<file path="src/irf_defines.svh">
/*
  constants for the interrupt window request filter: address-type codes,
  window prefix, fault codes, register offsets, control bits and event bits.
  assumes inclusion by bare name from the package and design files.
*/
`ifndef IRF_DEFINES_SVH
`define IRF_DEFINES_SVH

`define IRF_AT_UNTRANSLATED   2'h0
`define IRF_AT_TRANS_REQ      2'h1
`define IRF_AT_TRANSLATED     2'h2
`define IRF_WIN_PREFIX        12'hFEE
`define IRF_WIN_HI            31
`define IRF_WIN_LO            20
`define IRF_DW_ONE            10'h001
`define IRF_BE_NONE           4'h0
`define IRF_FLT_NONE          4'h0
`define IRF_FLT_IRQ_REMAP     4'h1
`define IRF_FLT_FIRST_STAGE   4'h4
`define IRF_FLT_SECOND_STAGE  4'h8
`define IRF_OFS_CTRL          4'h0
`define IRF_OFS_STATUS        4'h1
`define IRF_OFS_MASK          4'h2
`define IRF_OFS_P2P_BASE      4'h3
`define IRF_OFS_P2P_LIMIT     4'h4
`define IRF_OFS_COUNT         4'h5
`define IRF_CTRL_RESET        8'h01
`define IRF_CTRL_REMAP_EN     0
`define IRF_CTRL_P2P_EN       1
`define IRF_CTRL_P2P_RANGE    2
`define IRF_CTRL_ZERO_RD_OBF  3
`define IRF_OBF_DATA          32'h0000_0000
`define IRF_NUM_EVT           5
`define IRF_EVT_IRQ_FAULT     0
`define IRF_EVT_XLT_FAULT     1
`define IRF_EVT_UR            2
`define IRF_EVT_P2P_REFUSE    3
`define IRF_EVT_INTR          4

`endif

</file>
<file path="src/irf_pkg.sv">
/*
  types for the interrupt window request filter.
  assumes irf_defines.svh is reachable by bare name.
*/
`include "irf_defines.svh"
package irf_pkg;

  typedef enum logic [1:0] {
    IRF_REQ_READ   = 2'h0,
    IRF_REQ_WRITE  = 2'h1,
    IRF_REQ_ATOMIC = 2'h2
  } irf_kind_t;

  typedef enum logic [6:0] {
    IRF_DEC_NONE      = 7'h01,
    IRF_DEC_REMAP     = 7'h02,
    IRF_DEC_ZERO_RD   = 7'h04,
    IRF_DEC_FIXED_XLT = 7'h08,
    IRF_DEC_INTR      = 7'h10,
    IRF_DEC_BLOCK     = 7'h20,
    IRF_DEC_UR        = 7'h40
  } irf_dec_t;

  // upstream request header fields of interest
  typedef struct packed {
    irf_kind_t   kind;
    logic [1:0]  at;
    logic        has_pasid;
    logic [63:0] addr;
    logic [9:0]  len_dw;
    logic [3:0]  first_be;
    logic        ecrc_present;
  } irf_req_t;

  // result coming back from the translation engine
  typedef struct packed {
    logic [63:0] host_physical_address;
    logic        pass_through;
    logic        first_stage;
    logic        fault;
    logic        peer;
  } irf_xlt_t;

  // fixed translation completion entry
  typedef struct packed {
    logic r;
    logic w;
    logic u;
    logic s;
  } irf_xent_t;

endpackage

</file>
<file path="src/irf_filter.sv">
/*
  interrupt window request filter: classifies upstream memory requests,
  answers fixed translations, blocks faults, forwards peers after
  translation, and keeps event status with masked interrupt.
  assumes one clock, synchronous inputs, a translation engine that
  answers a remap step with XLT_VALID, and a register port master that
  issues single-cycle strobes.
*/
// Our own choices: the address map and the strobed register port.
// Functional notes
// zero-length read without PASID into window completes, data obfuscated
// translation request without PASID into window answers R=0 W=1 U=1 S=0
// non-zero reads, atomics, non-one-dword writes into window are fault-blocked
// PASID requests into window go through normal translation
// pass-through PASID request into window is blocked
// translations landing in window blocked with first- or second-stage code
// translated requests with window address answered Unsupported Request
// peer requests decoded only on translated host physical address
// peer forwarding may be limited to a region or refused
// forwarded peer request with end-to-end CRC gets it recomputed
// address type codes: untranslated, translation request, translated
// reserved memory is never recognised by plain address decoding
// non-PASID window requests never go to DMA remapping
// one-dword non-PASID window writes go to interrupt path
// zero-length read is one dword with all byte enables clear
// window means bits 31:20 equal prefix and upper bits zero
`timescale 1ns/1ps
`include "irf_defines.svh"
module irf_filter (
  input  wire logic              CLK,
  input  wire logic              RST_N,
  input  wire logic              REQ_VALID,
  input  wire irf_pkg::irf_req_t REQ,
  input  wire logic              XLT_VALID,
  input  wire irf_pkg::irf_xlt_t XLT,
  input  wire logic [3:0]        REG_ADDR,
  input  wire logic [31:0]       REG_WDATA,
  input  wire logic              REG_WR,
  input  wire logic              REG_RD,
  output logic [31:0]            REG_RDATA,
  output logic                   DEC_VALID,
  output irf_pkg::irf_dec_t      DEC,
  output logic [3:0]             FAULT_CODE,
  output irf_pkg::irf_xent_t     XENT,
  output logic                   XLT_START,
  output logic [63:0]            FWD_ADDR,
  output logic                   FWD_VALID,
  output logic                   ECRC_RECALC,
  output logic [31:0]            CPL_DATA,
  output logic                   BUSY,
  output logic                   IRQ
);

  // decision state
  typedef enum logic [1:0] {
    IRF_ST_IDLE = 2'h1,
    IRF_ST_WAIT = 2'h2
  } irf_st_t;

  irf_st_t             st_reg;
  irf_st_t             st_next;
  irf_pkg::irf_req_t   held_reg;
  logic [7:0]          ctrl_reg;
  logic [`IRF_NUM_EVT-1:0] status_reg;
  logic [`IRF_NUM_EVT-1:0] mask_reg;
  logic [31:0]         p2p_base_reg;
  logic [31:0]         p2p_limit_reg;
  logic [31:0]         count_reg;
  logic                dec_valid_reg;
  irf_pkg::irf_dec_t   dec_reg;
  logic [3:0]          fault_reg;
  irf_pkg::irf_xent_t  xent_reg;
  logic                xlt_start_reg;
  logic [63:0]         fwd_addr_reg;
  logic                fwd_valid_reg;
  logic                ecrc_reg;
  logic [31:0]         cpl_data_reg;
  logic [31:0]         rdata_reg;
  logic                irq_reg;
  logic                busy_reg;

  // window and region checks on the incoming and translated addresses
  logic in_win_req;
  logic in_win_xlt;
  logic in_region_xlt;
  logic unused_region_req;

  irf_window_check u_req_chk (
    .addr      (REQ.addr),
    .base      (p2p_base_reg),
    .limit     (p2p_limit_reg),
    .in_window (in_win_req),
    .in_region (unused_region_req)
  );

  irf_window_check u_xlt_chk (
    .addr      (XLT.host_physical_address),
    .base      (p2p_base_reg),
    .limit     (p2p_limit_reg),
    .in_window (in_win_xlt),
    .in_region (in_region_xlt)
  );

  // request classification terms
  wire is_untr    = (REQ.at == `IRF_AT_UNTRANSLATED);
  wire is_treq    = (REQ.at == `IRF_AT_TRANS_REQ);
  wire is_trd     = (REQ.at == `IRF_AT_TRANSLATED);
  wire is_zero_rd = (REQ.kind == irf_pkg::IRF_REQ_READ) && (REQ.len_dw == `IRF_DW_ONE) &&
                    (REQ.first_be == `IRF_BE_NONE);
  wire is_dw_wr   = (REQ.kind == irf_pkg::IRF_REQ_WRITE) && (REQ.len_dw == `IRF_DW_ONE);
  wire np_win     = !REQ.has_pasid && in_win_req;
  wire remap_en   = ctrl_reg[`IRF_CTRL_REMAP_EN];
  wire p2p_en     = ctrl_reg[`IRF_CTRL_P2P_EN];
  wire p2p_range  = ctrl_reg[`IRF_CTRL_P2P_RANGE];

  // immediate decision for a new request, or remap when translation is needed
  irf_pkg::irf_dec_t imm_dec;
  logic [3:0]        imm_fault;
  always_comb begin
    imm_dec   = irf_pkg::IRF_DEC_REMAP;
    imm_fault = `IRF_FLT_NONE;
    if (!(is_untr || is_treq || is_trd)) begin
      imm_dec = irf_pkg::IRF_DEC_UR;
    end else if (is_trd && in_win_req) begin
      imm_dec = irf_pkg::IRF_DEC_UR;
    end else if (np_win && is_treq) begin
      imm_dec = irf_pkg::IRF_DEC_FIXED_XLT;
    end else if (np_win && is_zero_rd) begin
      imm_dec = irf_pkg::IRF_DEC_ZERO_RD;
    end else if (np_win && is_dw_wr) begin
      imm_dec = irf_pkg::IRF_DEC_INTR;
    end else if (np_win) begin
      imm_dec   = irf_pkg::IRF_DEC_BLOCK;
      imm_fault = `IRF_FLT_IRQ_REMAP;
    end else if (!remap_en || is_trd) begin
      imm_dec = irf_pkg::IRF_DEC_NONE; // passes with its own address
    end
  end

  // decision after the translation engine answers
  wire peer_ok = p2p_en && (!p2p_range || in_region_xlt);
  irf_pkg::irf_dec_t xlt_dec;
  logic [3:0]        xlt_fault;
  always_comb begin
    xlt_dec   = irf_pkg::IRF_DEC_NONE;
    xlt_fault = `IRF_FLT_NONE;
    if (XLT.fault) begin
      xlt_dec = irf_pkg::IRF_DEC_BLOCK;
    end else if (held_reg.has_pasid && XLT.pass_through && in_win_xlt) begin
      xlt_dec   = irf_pkg::IRF_DEC_BLOCK;
      xlt_fault = `IRF_FLT_SECOND_STAGE;
    end else if (in_win_xlt) begin
      xlt_dec   = irf_pkg::IRF_DEC_BLOCK;
      xlt_fault = XLT.first_stage ? `IRF_FLT_FIRST_STAGE : `IRF_FLT_SECOND_STAGE;
    end else if (XLT.peer && !peer_ok) begin
      xlt_dec = irf_pkg::IRF_DEC_BLOCK;
    end
  end

  // next state
  wire take_req  = (st_reg == IRF_ST_IDLE) && REQ_VALID;
  wire need_xlt  = take_req && (imm_dec == irf_pkg::IRF_DEC_REMAP);
  wire xlt_done  = (st_reg == IRF_ST_WAIT) && XLT_VALID;
  always_comb begin
    st_next = st_reg;
    unique case (st_reg)
      IRF_ST_IDLE: if (need_xlt) st_next = IRF_ST_WAIT;
      IRF_ST_WAIT: if (XLT_VALID) st_next = IRF_ST_IDLE;
    endcase
  end

  // event pulses
  logic [`IRF_NUM_EVT-1:0] evt;
  wire new_dec = take_req && !need_xlt;
  assign evt[`IRF_EVT_IRQ_FAULT]  = new_dec && (imm_dec == irf_pkg::IRF_DEC_BLOCK);
  assign evt[`IRF_EVT_XLT_FAULT]  = xlt_done && (xlt_dec == irf_pkg::IRF_DEC_BLOCK);
  assign evt[`IRF_EVT_UR]         = new_dec && (imm_dec == irf_pkg::IRF_DEC_UR);
  assign evt[`IRF_EVT_P2P_REFUSE] = xlt_done && XLT.peer && !peer_ok;
  assign evt[`IRF_EVT_INTR]       = new_dec && (imm_dec == irf_pkg::IRF_DEC_INTR);

  // register decode
  function automatic logic hit(input logic [3:0] a, input logic [3:0] ofs);
    hit = (a == ofs);
  endfunction
  wire wr_ctrl   = REG_WR && hit(REG_ADDR, `IRF_OFS_CTRL);
  wire wr_status = REG_WR && hit(REG_ADDR, `IRF_OFS_STATUS);
  wire wr_mask   = REG_WR && hit(REG_ADDR, `IRF_OFS_MASK);
  wire wr_base   = REG_WR && hit(REG_ADDR, `IRF_OFS_P2P_BASE);
  wire wr_limit  = REG_WR && hit(REG_ADDR, `IRF_OFS_P2P_LIMIT);
  wire [`IRF_NUM_EVT-1:0] w1c = wr_status ? REG_WDATA[`IRF_NUM_EVT-1:0] : '0;
  // set wins over write-one-to-clear
  wire [`IRF_NUM_EVT-1:0] status_next = (status_reg & ~w1c) | evt;
  wire [31:0] rd_mux =
    hit(REG_ADDR, `IRF_OFS_CTRL)      ? {24'h000000, ctrl_reg} :
    hit(REG_ADDR, `IRF_OFS_STATUS)    ? {27'h0000000, status_reg} :
    hit(REG_ADDR, `IRF_OFS_MASK)      ? {27'h0000000, mask_reg} :
    hit(REG_ADDR, `IRF_OFS_P2P_BASE)  ? p2p_base_reg :
    hit(REG_ADDR, `IRF_OFS_P2P_LIMIT) ? p2p_limit_reg :
    hit(REG_ADDR, `IRF_OFS_COUNT)     ? count_reg : 32'h0000_0000;

  // outputs chosen for the cycle after a decision
  wire        out_valid = new_dec || xlt_done;
  wire irf_pkg::irf_dec_t out_dec = xlt_done ? xlt_dec : imm_dec;
  wire [3:0]  out_fault = xlt_done ? xlt_fault : imm_fault;
  wire        fwd_go    = xlt_done && (xlt_dec == irf_pkg::IRF_DEC_NONE);
  wire [31:0] cpl_next  = ctrl_reg[`IRF_CTRL_ZERO_RD_OBF] ? `IRF_OBF_DATA : count_reg;
  wire irf_pkg::irf_xent_t fixed_ent = '{r: 1'b0, w: 1'b1, u: 1'b1, s: 1'b0};

  // state, request hold and registers
  always_ff @(posedge CLK or negedge RST_N) begin
    if (!RST_N) begin
      st_reg        <= IRF_ST_IDLE;
      held_reg      <= '0;
      ctrl_reg      <= `IRF_CTRL_RESET;
      status_reg    <= '0;
      mask_reg      <= '0;
      p2p_base_reg  <= 32'h0000_0000;
      p2p_limit_reg <= 32'h0000_0000;
      count_reg     <= 32'h0000_0000;
      busy_reg      <= 1'b0;
    end else begin
      st_reg     <= st_next;
      busy_reg   <= (st_next == IRF_ST_WAIT);
      status_reg <= status_next;
      if (take_req) held_reg <= REQ;
      if (wr_ctrl) ctrl_reg <= REG_WDATA[7:0];
      if (wr_mask) mask_reg <= REG_WDATA[`IRF_NUM_EVT-1:0];
      if (wr_base) p2p_base_reg <= REG_WDATA;
      if (wr_limit) p2p_limit_reg <= REG_WDATA;
      if (out_valid) count_reg <= count_reg + 32'h0000_0001;
    end
  end

  // registered outputs
  always_ff @(posedge CLK or negedge RST_N) begin
    if (!RST_N) begin
      dec_valid_reg <= 1'b0;
      dec_reg       <= irf_pkg::IRF_DEC_NONE;
      fault_reg     <= `IRF_FLT_NONE;
      xent_reg      <= '0;
      xlt_start_reg <= 1'b0;
      fwd_addr_reg  <= 64'h0000_0000_0000_0000;
      fwd_valid_reg <= 1'b0;
      ecrc_reg      <= 1'b0;
      cpl_data_reg  <= 32'h0000_0000;
      rdata_reg     <= 32'h0000_0000;
      irq_reg       <= 1'b0;
    end else begin
      dec_valid_reg <= out_valid;
      dec_reg       <= out_dec;
      fault_reg     <= out_fault;
      xent_reg      <= (new_dec && imm_dec == irf_pkg::IRF_DEC_FIXED_XLT) ? fixed_ent : '0;
      xlt_start_reg <= need_xlt;
      fwd_addr_reg  <= fwd_go ? XLT.host_physical_address : 64'h0000_0000_0000_0000;
      fwd_valid_reg <= fwd_go && XLT.peer;
      ecrc_reg      <= fwd_go && XLT.peer && held_reg.ecrc_present;
      cpl_data_reg  <= (new_dec && imm_dec == irf_pkg::IRF_DEC_ZERO_RD) ? cpl_next : '0;
      rdata_reg     <= REG_RD ? rd_mux : 32'h0000_0000;
      irq_reg       <= |(status_next & mask_reg);
    end
  end

  // reserved memory is never matched by address here; only the window and the peer region are
  assign REG_RDATA   = rdata_reg;
  assign DEC_VALID   = dec_valid_reg;
  assign DEC         = dec_reg;
  assign FAULT_CODE  = fault_reg;
  assign XENT        = xent_reg;
  assign XLT_START   = xlt_start_reg;
  assign FWD_ADDR    = fwd_addr_reg;
  assign FWD_VALID   = fwd_valid_reg;
  assign ECRC_RECALC = ecrc_reg;
  assign CPL_DATA    = cpl_data_reg;
  assign BUSY        = busy_reg;
  assign IRQ         = irq_reg;

  // checks
  a_fixed_xlt_ent: assert property (@(posedge CLK) disable iff (!RST_N)
    (new_dec && imm_dec == irf_pkg::IRF_DEC_FIXED_XLT) |=> (XENT == 4'h6))
    else $error("fixed translation entry wrong");

  a_np_win_noremap: assert property (@(posedge CLK) disable iff (!RST_N)
    (take_req && !REQ.has_pasid && in_win_req) |=> !XLT_START)
    else $error("window request sent to remap");

  a_bad_win_block: assert property (@(posedge CLK) disable iff (!RST_N)
    (take_req && np_win && is_untr && REQ.kind == irf_pkg::IRF_REQ_ATOMIC)
    |=> (DEC == irf_pkg::IRF_DEC_BLOCK && FAULT_CODE == `IRF_FLT_IRQ_REMAP))
    else $error("atomic into window not blocked");

  a_long_write_block: assert property (@(posedge CLK) disable iff (!RST_N)
    (take_req && np_win && is_untr && REQ.kind == irf_pkg::IRF_REQ_WRITE && !is_dw_wr)
    |=> (DEC == irf_pkg::IRF_DEC_BLOCK && FAULT_CODE == `IRF_FLT_IRQ_REMAP))
    else $error("long write into window not blocked");

  a_trd_win_ur: assert property (@(posedge CLK) disable iff (!RST_N)
    (take_req && is_trd && in_win_req) |=> (DEC_VALID && DEC == irf_pkg::IRF_DEC_UR))
    else $error("translated window request not UR");

  a_rsvd_type_ur: assert property (@(posedge CLK) disable iff (!RST_N)
    (take_req && !(is_untr || is_treq || is_trd))
    |=> (DEC_VALID && DEC == irf_pkg::IRF_DEC_UR))
    else $error("reserved address type not UR");

  a_intr_path: assert property (@(posedge CLK) disable iff (!RST_N)
    (take_req && np_win && is_dw_wr && is_untr) |=> (DEC == irf_pkg::IRF_DEC_INTR))
    else $error("dword write not sent as interrupt");

  a_pasid_remap: assert property (@(posedge CLK) disable iff (!RST_N)
    (take_req && REQ.has_pasid && is_untr && remap_en) |=> (XLT_START && BUSY))
    else $error("pasid window request not translated");

  a_xlt_win_block: assert property (@(posedge CLK) disable iff (!RST_N)
    (xlt_done && !XLT.fault && in_win_xlt && XLT.first_stage && !XLT.pass_through)
    |=> (DEC == irf_pkg::IRF_DEC_BLOCK && FAULT_CODE == `IRF_FLT_FIRST_STAGE))
    else $error("translated window address not blocked");

  a_pt_pasid_block: assert property (@(posedge CLK) disable iff (!RST_N)
    (xlt_done && !XLT.fault && held_reg.has_pasid && XLT.pass_through && in_win_xlt)
    |=> (DEC == irf_pkg::IRF_DEC_BLOCK && FAULT_CODE == `IRF_FLT_SECOND_STAGE))
    else $error("pass-through window request not blocked");

  a_peer_refused: assert property (@(posedge CLK) disable iff (!RST_N)
    (xlt_done && !XLT.fault && !in_win_xlt && XLT.peer && !peer_ok)
    |=> (DEC == irf_pkg::IRF_DEC_BLOCK && !FWD_VALID))
    else $error("refused peer request forwarded");

  a_peer_fwd_addr: assert property (@(posedge CLK) disable iff (!RST_N)
    FWD_VALID |-> (FWD_ADDR == $past(XLT.host_physical_address)))
    else $error("peer forward not on translated address");

  a_ecrc_with_fwd: assert property (@(posedge CLK) disable iff (!RST_N)
    ECRC_RECALC |-> FWD_VALID)
    else $error("crc recompute without forward");

  a_ecrc_recompute: assert property (@(posedge CLK) disable iff (!RST_N)
    (fwd_go && XLT.peer && held_reg.ecrc_present) |=> (ECRC_RECALC && FWD_VALID))
    else $error("crc not recomputed on forward");

  a_zero_rd_done: assert property (@(posedge CLK) disable iff (!RST_N)
    (take_req && np_win && is_zero_rd && is_untr) |=> (DEC == irf_pkg::IRF_DEC_ZERO_RD))
    else $error("zero-length read not completed");

  a_zero_rd_data: assert property (@(posedge CLK) disable iff (!RST_N)
    (new_dec && imm_dec == irf_pkg::IRF_DEC_ZERO_RD && ctrl_reg[`IRF_CTRL_ZERO_RD_OBF])
    |=> (CPL_DATA == `IRF_OBF_DATA))
    else $error("zero-length read data not obfuscated");
endmodule

</file>
<file path="src/irf_window_check.sv">
/*
  small decoder: tells whether an address lies in the interrupt window
  and whether it lies inside a programmed peer forwarding region.
  assumes pure combinational use inside the filter.
*/
`timescale 1ns/1ps
`include "irf_defines.svh"
module irf_window_check (
  input  wire logic [63:0] addr,
  input  wire logic [31:0] base,
  input  wire logic [31:0] limit,
  output logic             in_window,
  output logic             in_region
);
  // window prefix in bits 31:20, all upper bits zero
  assign in_window = (addr[63:32] == 32'h0000_0000) &&
                     (addr[`IRF_WIN_HI:`IRF_WIN_LO] == `IRF_WIN_PREFIX);
  // peer region on lower address word compare against base and limit, upper word zero
  assign in_region = (addr[63:32] == 32'h0000_0000) &&
                     (addr[31:0] >= base) && (addr[31:0] <= limit);
endmodule

</file>
<file path="config.mk">
export PLATFORM = sky130hd
export DESIGN_NAME = irf_filter
export DESIGN_NICKNAME = d
export VERILOG_FILES = /design/src/irf_pkg.sv /design/src/irf_filter.sv /design/src/irf_window_check.sv
export VERILOG_INCLUDE_DIRS = /design/src
export SDC_FILE = /design/constraint.sdc
export NUM_CORES = 1
export LEC_CHECK = 0
export ABC_AREA = 1
export BUFFER_PORTS_ARGS = -buffer_cell sky130_fd_sc_hd__buf_2
export CAP_MARGIN = 20
export CORE_ASPECT_RATIO = 1.2
export CORE_UTILIZATION = 57
export DETAILED_ROUTE_END_ITERATION = 7
export PLACE_DENSITY = 0.95
export SLEW_MARGIN = 5
export SYNTH_ARGS = -nofsm -noshare
export SYNTH_HDL_FRONTEND = slang
export SYNTH_SLANG_ARGS = --single-unit
</file>
<file path="constraint.sdc">
create_clock -name CLK -period 5 [get_ports CLK]
set_input_delay 0.25 -clock CLK [delete_from_list [all_inputs] [get_ports CLK]]
set_output_delay 0.25 -clock CLK [all_outputs]
set_load 0.03 [all_outputs]
</file>
# After elaboration in Yosys (flattened, before gate mapping)
# Cells that the tools add are included.
[op_classes]
n_addsub = 1
n_mux = 38
reduce_logical = 53
bitwise = 4
eq_ne = 22
magnitude_cmp = 2
[ops]
columns = ["op", "count"]
rows = [
  ["two-way mux 32 bit", 9],
  ["logical NOT 32 bit", 2],
  ["two-way mux 64 bit", 1],
  ["two-way mux 6 bit", 8],
  ["logical AND 1 bit", 36],
  ["adder 32 x 1 -> 32 bit, second input constant", 1],
  ["greater-or-equal comparator 32 bit", 1],
  ["less-or-equal comparator 32 bit", 1],
  ["== test 12 bit, second input constant", 2],
  ["two-way mux 4 bit", 6],
  ["two-way mux 7 bit", 3],
  ["== test 7 x 6 -> 1 bit, second input constant", 2],
  ["AND 5 bit", 2],
  ["== test 10 x 1 -> 1 bit, second input constant", 1],
  ["== test 4 x 2 -> 1 bit, second input constant", 2],
  ["== test 4 x 3 -> 1 bit, second input constant", 2],
  ["logical NOT 4 bit", 2],
  ["== test 7 x 1 -> 1 bit, second input constant", 1],
  ["== test 7 x 2 -> 1 bit, second input constant", 1],
  ["== test 7 x 3 -> 1 bit, second input constant", 1],
  ["== test 7 x 4 -> 1 bit, second input constant", 1],
  ["== test 7 x 5 -> 1 bit, second input constant", 1],
  ["== test 7 bit, second input constant", 1],
  ["== test 2 x 1 -> 1 bit, second input constant", 3],
  ["13 further kinds", 30],
]
[totals]
out_inout_bits = 149
register_bits = 266
input_bits = 194
elab_cells = 143

# Longest topological paths before layout
[logic_depth]
word_depth = 17
depth_mapped = 23
depth_no_buf = 23

# By module
# Synthesis repeated with hierarchy kept, for this count alone.
[hier_totals]
cells_unflattened = 1705
area_unflattened_um2 = 14178.6
[by_module_without_submodules]
columns = ["mod", "area_per_inst_um2", "seq_area_each_um2", "cells_each", "instances"]
rows = [
  ["irf_filter", 10451.3, 6585.1, 1101, 1],
  ["irf_window_check at u_xlt_chk", 1865.5, 0.0, 302, 1],
  ["irf_window_check at u_req_chk", 1861.8, 0.0, 302, 1],
]

# Least setup slack after synthesis
# OpenSTA, ideal clock, no wires.
[synth_timing]
path_type = "flip-flop to flip-flop"
startpoint = "reg p2p_limit_reg[31]"
endpoint = "reg fwd_addr_reg[24] (netlist: FWD_ADDR[24])"
path_buffers = 2
t_arrival_ps = 1960
required_ps = 4880
setup_slack_ps = 2920
setup_time_ps = 120
path_stages_with_launch = 18
period_less_slack_ps = 2080
cell_sequence = "dfrtp_1 > inv_1 > ha_1 > nand2_1 > nor2_1 > nand2_1 > nor4_1 > nand2_1 > nand2_1 > nand2_1 > nand2_1 > nand2_1 > nand2_1 > nand2_1 > nand3_1 > buf_4 > buf_2 > nor2_1"
[synth_between]
elab_chain_cells = 13
[synth_rtl]
columns = ["element", "line", "text"]
rows = [
  ["start: declaration", "irf_filter.sv:67", "logic [31:0] p2p_limit_reg;"],
  ["start signal: assignment", "irf_filter.sv:218", "p2p_limit_reg <= 32'h0000_0000;"],
  ["start signal: assignment", "irf_filter.sv:229", "if (wr_limit) p2p_limit_reg <= REG_WDATA;"],
  ["less-or-equal comparator 32 bit", "irf_window_check.sv:20", "(addr[31:0] >= base) && (addr[31:0] <= limit);"],
  ["logical AND 1 bit", "irf_window_check.sv:20", ""],
  ["logical OR 1 bit", "irf_filter.sv:141", "wire peer_ok = p2p_en && (!p2p_range || in_region_xlt);"],
  ["logical AND 1 bit", "irf_filter.sv:141", ""],
  ["logical NOT 1 bit", "irf_filter.sv:155", "end else if (XLT.peer && !peer_ok) begin"],
  ["logical AND 1 bit", "irf_filter.sv:155", ""],
  ["two-way mux 6 bit", "irf_filter.sv:155", ""],
  ["two-way mux 6 bit", "irf_filter.sv:152", "end else if (in_win_xlt) begin"],
  ["two-way mux 6 bit", "irf_filter.sv:149", "end else if (held_reg.has_pasid && XLT.pass_through && in_win_xlt) begin"],
  ["two-way mux 6 bit", "irf_filter.sv:147", "if (XLT.fault) begin"],
  ["== test 7 x 1 -> 1 bit", "irf_filter.sv:205", "wire fwd_go = xlt_done && (xlt_dec == irf_pkg::IRF_DEC_NONE);"],
  ["logical AND 1 bit", "irf_filter.sv:205", ""],
  ["two-way mux 64 bit", "irf_filter.sv:254", "fwd_addr_reg <= fwd_go ? XLT.host_physical_address : 64'h0000_0000_0000_0000;"],
  ["end signal: assignment", "irf_filter.sv:254", ""],
  ["end: declaration", "irf_filter.sv:74", "logic [63:0] fwd_addr_reg;"],
]
# No other way between the ends.
# A chain may end at the register's enable or synchronous reset.

# Worst setup path after layout
[layout_timing]
startpoint = "reg p2p_base_reg[31]"
endpoint = "reg fwd_addr_reg[24] (netlist: FWD_ADDR[24])"
[layout_between]
elab_chain_cells = 14
[layout_rtl]
columns = ["element", "line", "text"]
rows = [
  ["start: declaration", "irf_filter.sv:66", "logic [31:0] p2p_base_reg;"],
  ["start signal: assignment", "irf_filter.sv:217", "p2p_base_reg <= 32'h0000_0000;"],
  ["start signal: assignment", "irf_filter.sv:228", "if (wr_base) p2p_base_reg <= REG_WDATA;"],
  ["greater-or-equal comparator 32 bit", "irf_window_check.sv:20", ""],
  ["logical AND 1 bit", "irf_window_check.sv:19", "assign in_region = (addr[63:32] == 32'h0000_0000) &&"],
  ["logical AND 1 bit", "irf_window_check.sv:20", ""],
  ["logical OR 1 bit", "irf_filter.sv:141", ""],
  ["logical AND 1 bit", "irf_filter.sv:141", ""],
  ["logical NOT 1 bit", "irf_filter.sv:155", ""],
  ["logical AND 1 bit", "irf_filter.sv:155", ""],
  ["two-way mux 6 bit", "irf_filter.sv:155", ""],
  ["two-way mux 6 bit", "irf_filter.sv:152", ""],
  ["two-way mux 6 bit", "irf_filter.sv:149", ""],
  ["two-way mux 6 bit", "irf_filter.sv:147", ""],
  ["== test 7 x 1 -> 1 bit", "irf_filter.sv:205", ""],
  ["logical AND 1 bit", "irf_filter.sv:205", ""],
  ["two-way mux 64 bit", "irf_filter.sv:254", ""],
]
# No other way between the ends.

==> run_results.csv <==
group,metric,value,unit
run_status,status,"finished with violations",
run_status,violations,"DRC",
clock_tree,h-tree-depth,1,
grt,grt_usage,0.340,
sta,max_slew_margin,0.300,
grt,grt_max_degree,110,
power,p_sw,1450,uW
clock_tree,cts_buffers,26,
floorplan,initial_utilization,0.586,
final_layout,drive_gt1_frac,0.236,
power,pwr-share-clk,0.410,
clock_tree,root_buffer,"clkbuf_16",
grt,grt_overflow,0,
power,power.density,329,mW/mm^2
final_layout,utilization,0.746,
worst_setup_path,worstSetupPathType,"reg -> reg",
floorplan,die_h,167,um
worst_setup_path,end_kind,"flop",
sta,fin_hold_ws,14.2,ps
logic_synthesis,synth_area,0.0129,sq mm
logic_synthesis,synth_top_area_frac,0.506,
grt,antenna_found_initial,1,
floorplan,die_w,139,um
routing,ant_nets,0,
power,power_frac_seq,0.437,
power,leakagePower,0.00927,uW
clock_tree,clk_pin_slew,70,ps
logic_synthesis,yosysSeqAreaShare,0.512,
placed_design,io_buffers,319,
sta,skew,33.2,ps
clock_tree,clock_sinks,263,
clock_tree,clkLatencyLatePin,540,ps
grt,grt_pass1_vias,12500,
logic_synthesis,syn-mean-instance-area,8.59,sq um
clock_tree,clockBufferDepth,3,
worst_setup_path,critPathMaxFanout,48,
clock_tree,ctsHoldBuffers,66,
final_layout,fillers,1465,
worst_setup_path,startpoint_type,"flop",
power,ir_drop,0.000274,V
final_layout,final_nets,2134,
worst_setup_path,worstPathArrival,4070,ps
logic_synthesis,yosys-top-cells-area,"dfrtp_1 51%, inv_1 7.6%, nand2_1 7.1%",
grt,grt_pass1_wl,61400,um
logic_synthesis,synth_cells,1497,
sta,period_needed,3610,ps
power,intPower,3940,uW
power,swShare,0.269,
clock_tree,post_cts.repair.setup_buffers,0,
logic_synthesis,synth_seq_cells,263,
logic_synthesis,yosys_warnings,0,
routing,routed_wl,39000,um
sta,finalMaxSlewViolations,0,
placed_design,dp.final_hpwl,27000,um
sta,setup_violations,0,
final_layout,largest_reg_flops,64,
min_path,hold_path_class,"in -> reg",
floorplan,design.core.area,0.0219,sq mm
sta,hold_viol,0,
final_layout,syn_to_final_growth,27.3,%
routing,route.detailed.drc,18,
routing,drtIter0Drc,1037,
logic_synthesis,ys_types,42,
sta,fmax,0.277,GHz
floorplan,io_pins,343,
routing,routed_via_density,5.61,
sta,fin_crit_sh,0.723,
clock_tree,ctsResizeCount,0,
power,comb_power_share,0.153,
sta,rsz0062_at_grt,"no",
placed_design,gp_congestion,0.968,
logic_synthesis,yosysTopAreaCell,"dfrtp_1",
routing,num_vias,12200,
floorplan,fp.dieArea,0.0232,sq mm
run,maxCapViolCount,0,
routing,wire_per_inst,18.0,um
sta,fin_tns_setup,0,ps
floorplan,std_cell_rows,59,
worst_setup_path,required,5450,ps
clock_tree,cts_tree,"built",
routing,drt-pass1-iter-count,8,
sta,tightest_slew,1050,ps
critical path, stage by stage, from the launching register on:
cell and delay (ps):
dfrtp_1 370, inv_1 80, ha_1 300, nand2_1 70
nor2_1 150, nand2_1 120, nor3_1 230, nand2_1 110
clkinv_1 70, nand2_1 40, a21oi_1 150, nand2_1 140
nand2_1 80, nand2_1 90, nand2_1 120, nand3_2 690
buf_4 510, nor2_1 190
area by class of cell:
class	instances	area (sq um)	area share
Sequential cell	263	6590	0.402
Multi-Input combinational cell	914	5020	0.307
Timing Repair Buffer	394	2390	0.146
Inverter	276	1040	0.0634
Clock buffer	28	689	0.0421
Tap cell	274	343	0.0210
Clock inverter	19	292	0.0178
Antenna cell	1	2.50	0.000153
cell families (layout without fill, tap and decap cells):
kind of cell / count (synthesis) / in the layout / share of synthesized area
AO/OA/AOI/OAI: 224 / 224 / 0.0937
XOR/XNOR: 30 / 30 / 0.0204
adder cells (fa/ha/maj): 65 / 65 / 0.0633
buffers and inverters: 322 / 717 / 0.0983
flip-flops: 263 / 263 / 0.512
other: 1 / 4 / 0.000292
AND/OR/NAND/NOR: 592 / 592 / 0.212
layout by cell type, fill, tap and decap left out, drive strengths merged, types with 10 or more instances in the layout:
cell type and n:
clkbuf 28, dfrtp 260, inv 271, nor4 10
o22ai 35, dlygate4sd3 66, o21ai 133, ha 65
nand4 32, a21oi 46, xor2 30, nor2 220
nand3 28, nand2 244, buf 328, clkinv 10
nor3 55
through the flow:
| stage | cells | area (sq um) | setup slack, ps | total power, uW |
|---|---|---|---|---|
| floorplan | 1499 | 12900 | 2920 | 2840 |
| global placement | 2052 | 14700 | 1710 | 3080 |
| detailed placement | 2052 | 14700 | 1560 | 3140 |
| CTS | 2165 | 16300 | 1490 | 5390 |
| global route | 2169 | 16400 | 1120 | 5620 |
| finish | 2169 | 16400 | 1390 | 5390 |
final timing paths:
path	slack [ps]	depth (start not counted)	from	endpoint
setup / recovery	1390	17	p2p_base_reg[31]	FWD_ADDR[24]
hold / removal	10	3	REG_WDATA[24]	p2p_limit_reg[24]
setup reg to reg	1390	17	p2p_base_reg[31]	FWD_ADDR[24]
hold reg to reg	490	2	p2p_base_reg[8]	p2p_base_reg[8]
max in group asynchronous	3470	3	RST_N	FWD_ADDR[62]
min in group asynchronous	320	2	RST_N	FWD_ADDR[34]
power groups by stage:
stage | Sequential, uW | Clock, uW | Combinational, uW
5_1_grt | 2360 | 2320 | 931
3_5_place_dp | 2380 | 0 | 758
6_report | 2350 | 2210 | 826
3_3_place_gp | 2380 | 0 | 707
2_1_floorplan | 2380 | 0 | 458
4_1_cts | 2350 | 2230 | 806
routing by layer:
| layer | routed length [um] | track usage | up-vias |
|---|---|---|---|
| met4 | 3380 | 0.275 | 0 |
| met5 | 0 | 0 | - |
| met3 | 3280 | 0.0572 | 238 |
| met2 | 19500 | 0.603 | 827 |
| li1 | - | - | 5476 |
| met1 | 12800 | 0.356 | 5631 |
cell usage after synthesis:
master,instances
buf_6,3
o21ai_0,132
nor2_2,4
clkinv_2,1
nor2_4,5
nor3_2,36
nand2_2,1
nand4_1,30
nor2_8,1
o21ai_1,1
o211ai_1,1
inv_2,11
o21a_1,3
o22ai_1,35
nor3b_1,1
nand4_2,2
nand3_2,2
and2_1,1
o21bai_1,1
ha_1,65
or2_1,1
a21o_1,2
nor3_1,18
clkinv_1,4
buf_2,7
clkbuf_1,25
dfrtp_1,260
nand3_1,26
nor4_1,10
dfstp_2,3
a21oi_4,1
conb_1,1
buf_1,5
a21oi_1,45
inv_1,260
nor3_4,1
xor2_1,30
buf_4,6
a221oi_1,2
nor2_1,210
o2111ai_1,1
nand2_1,243
(Power assumes the default switching activity.)
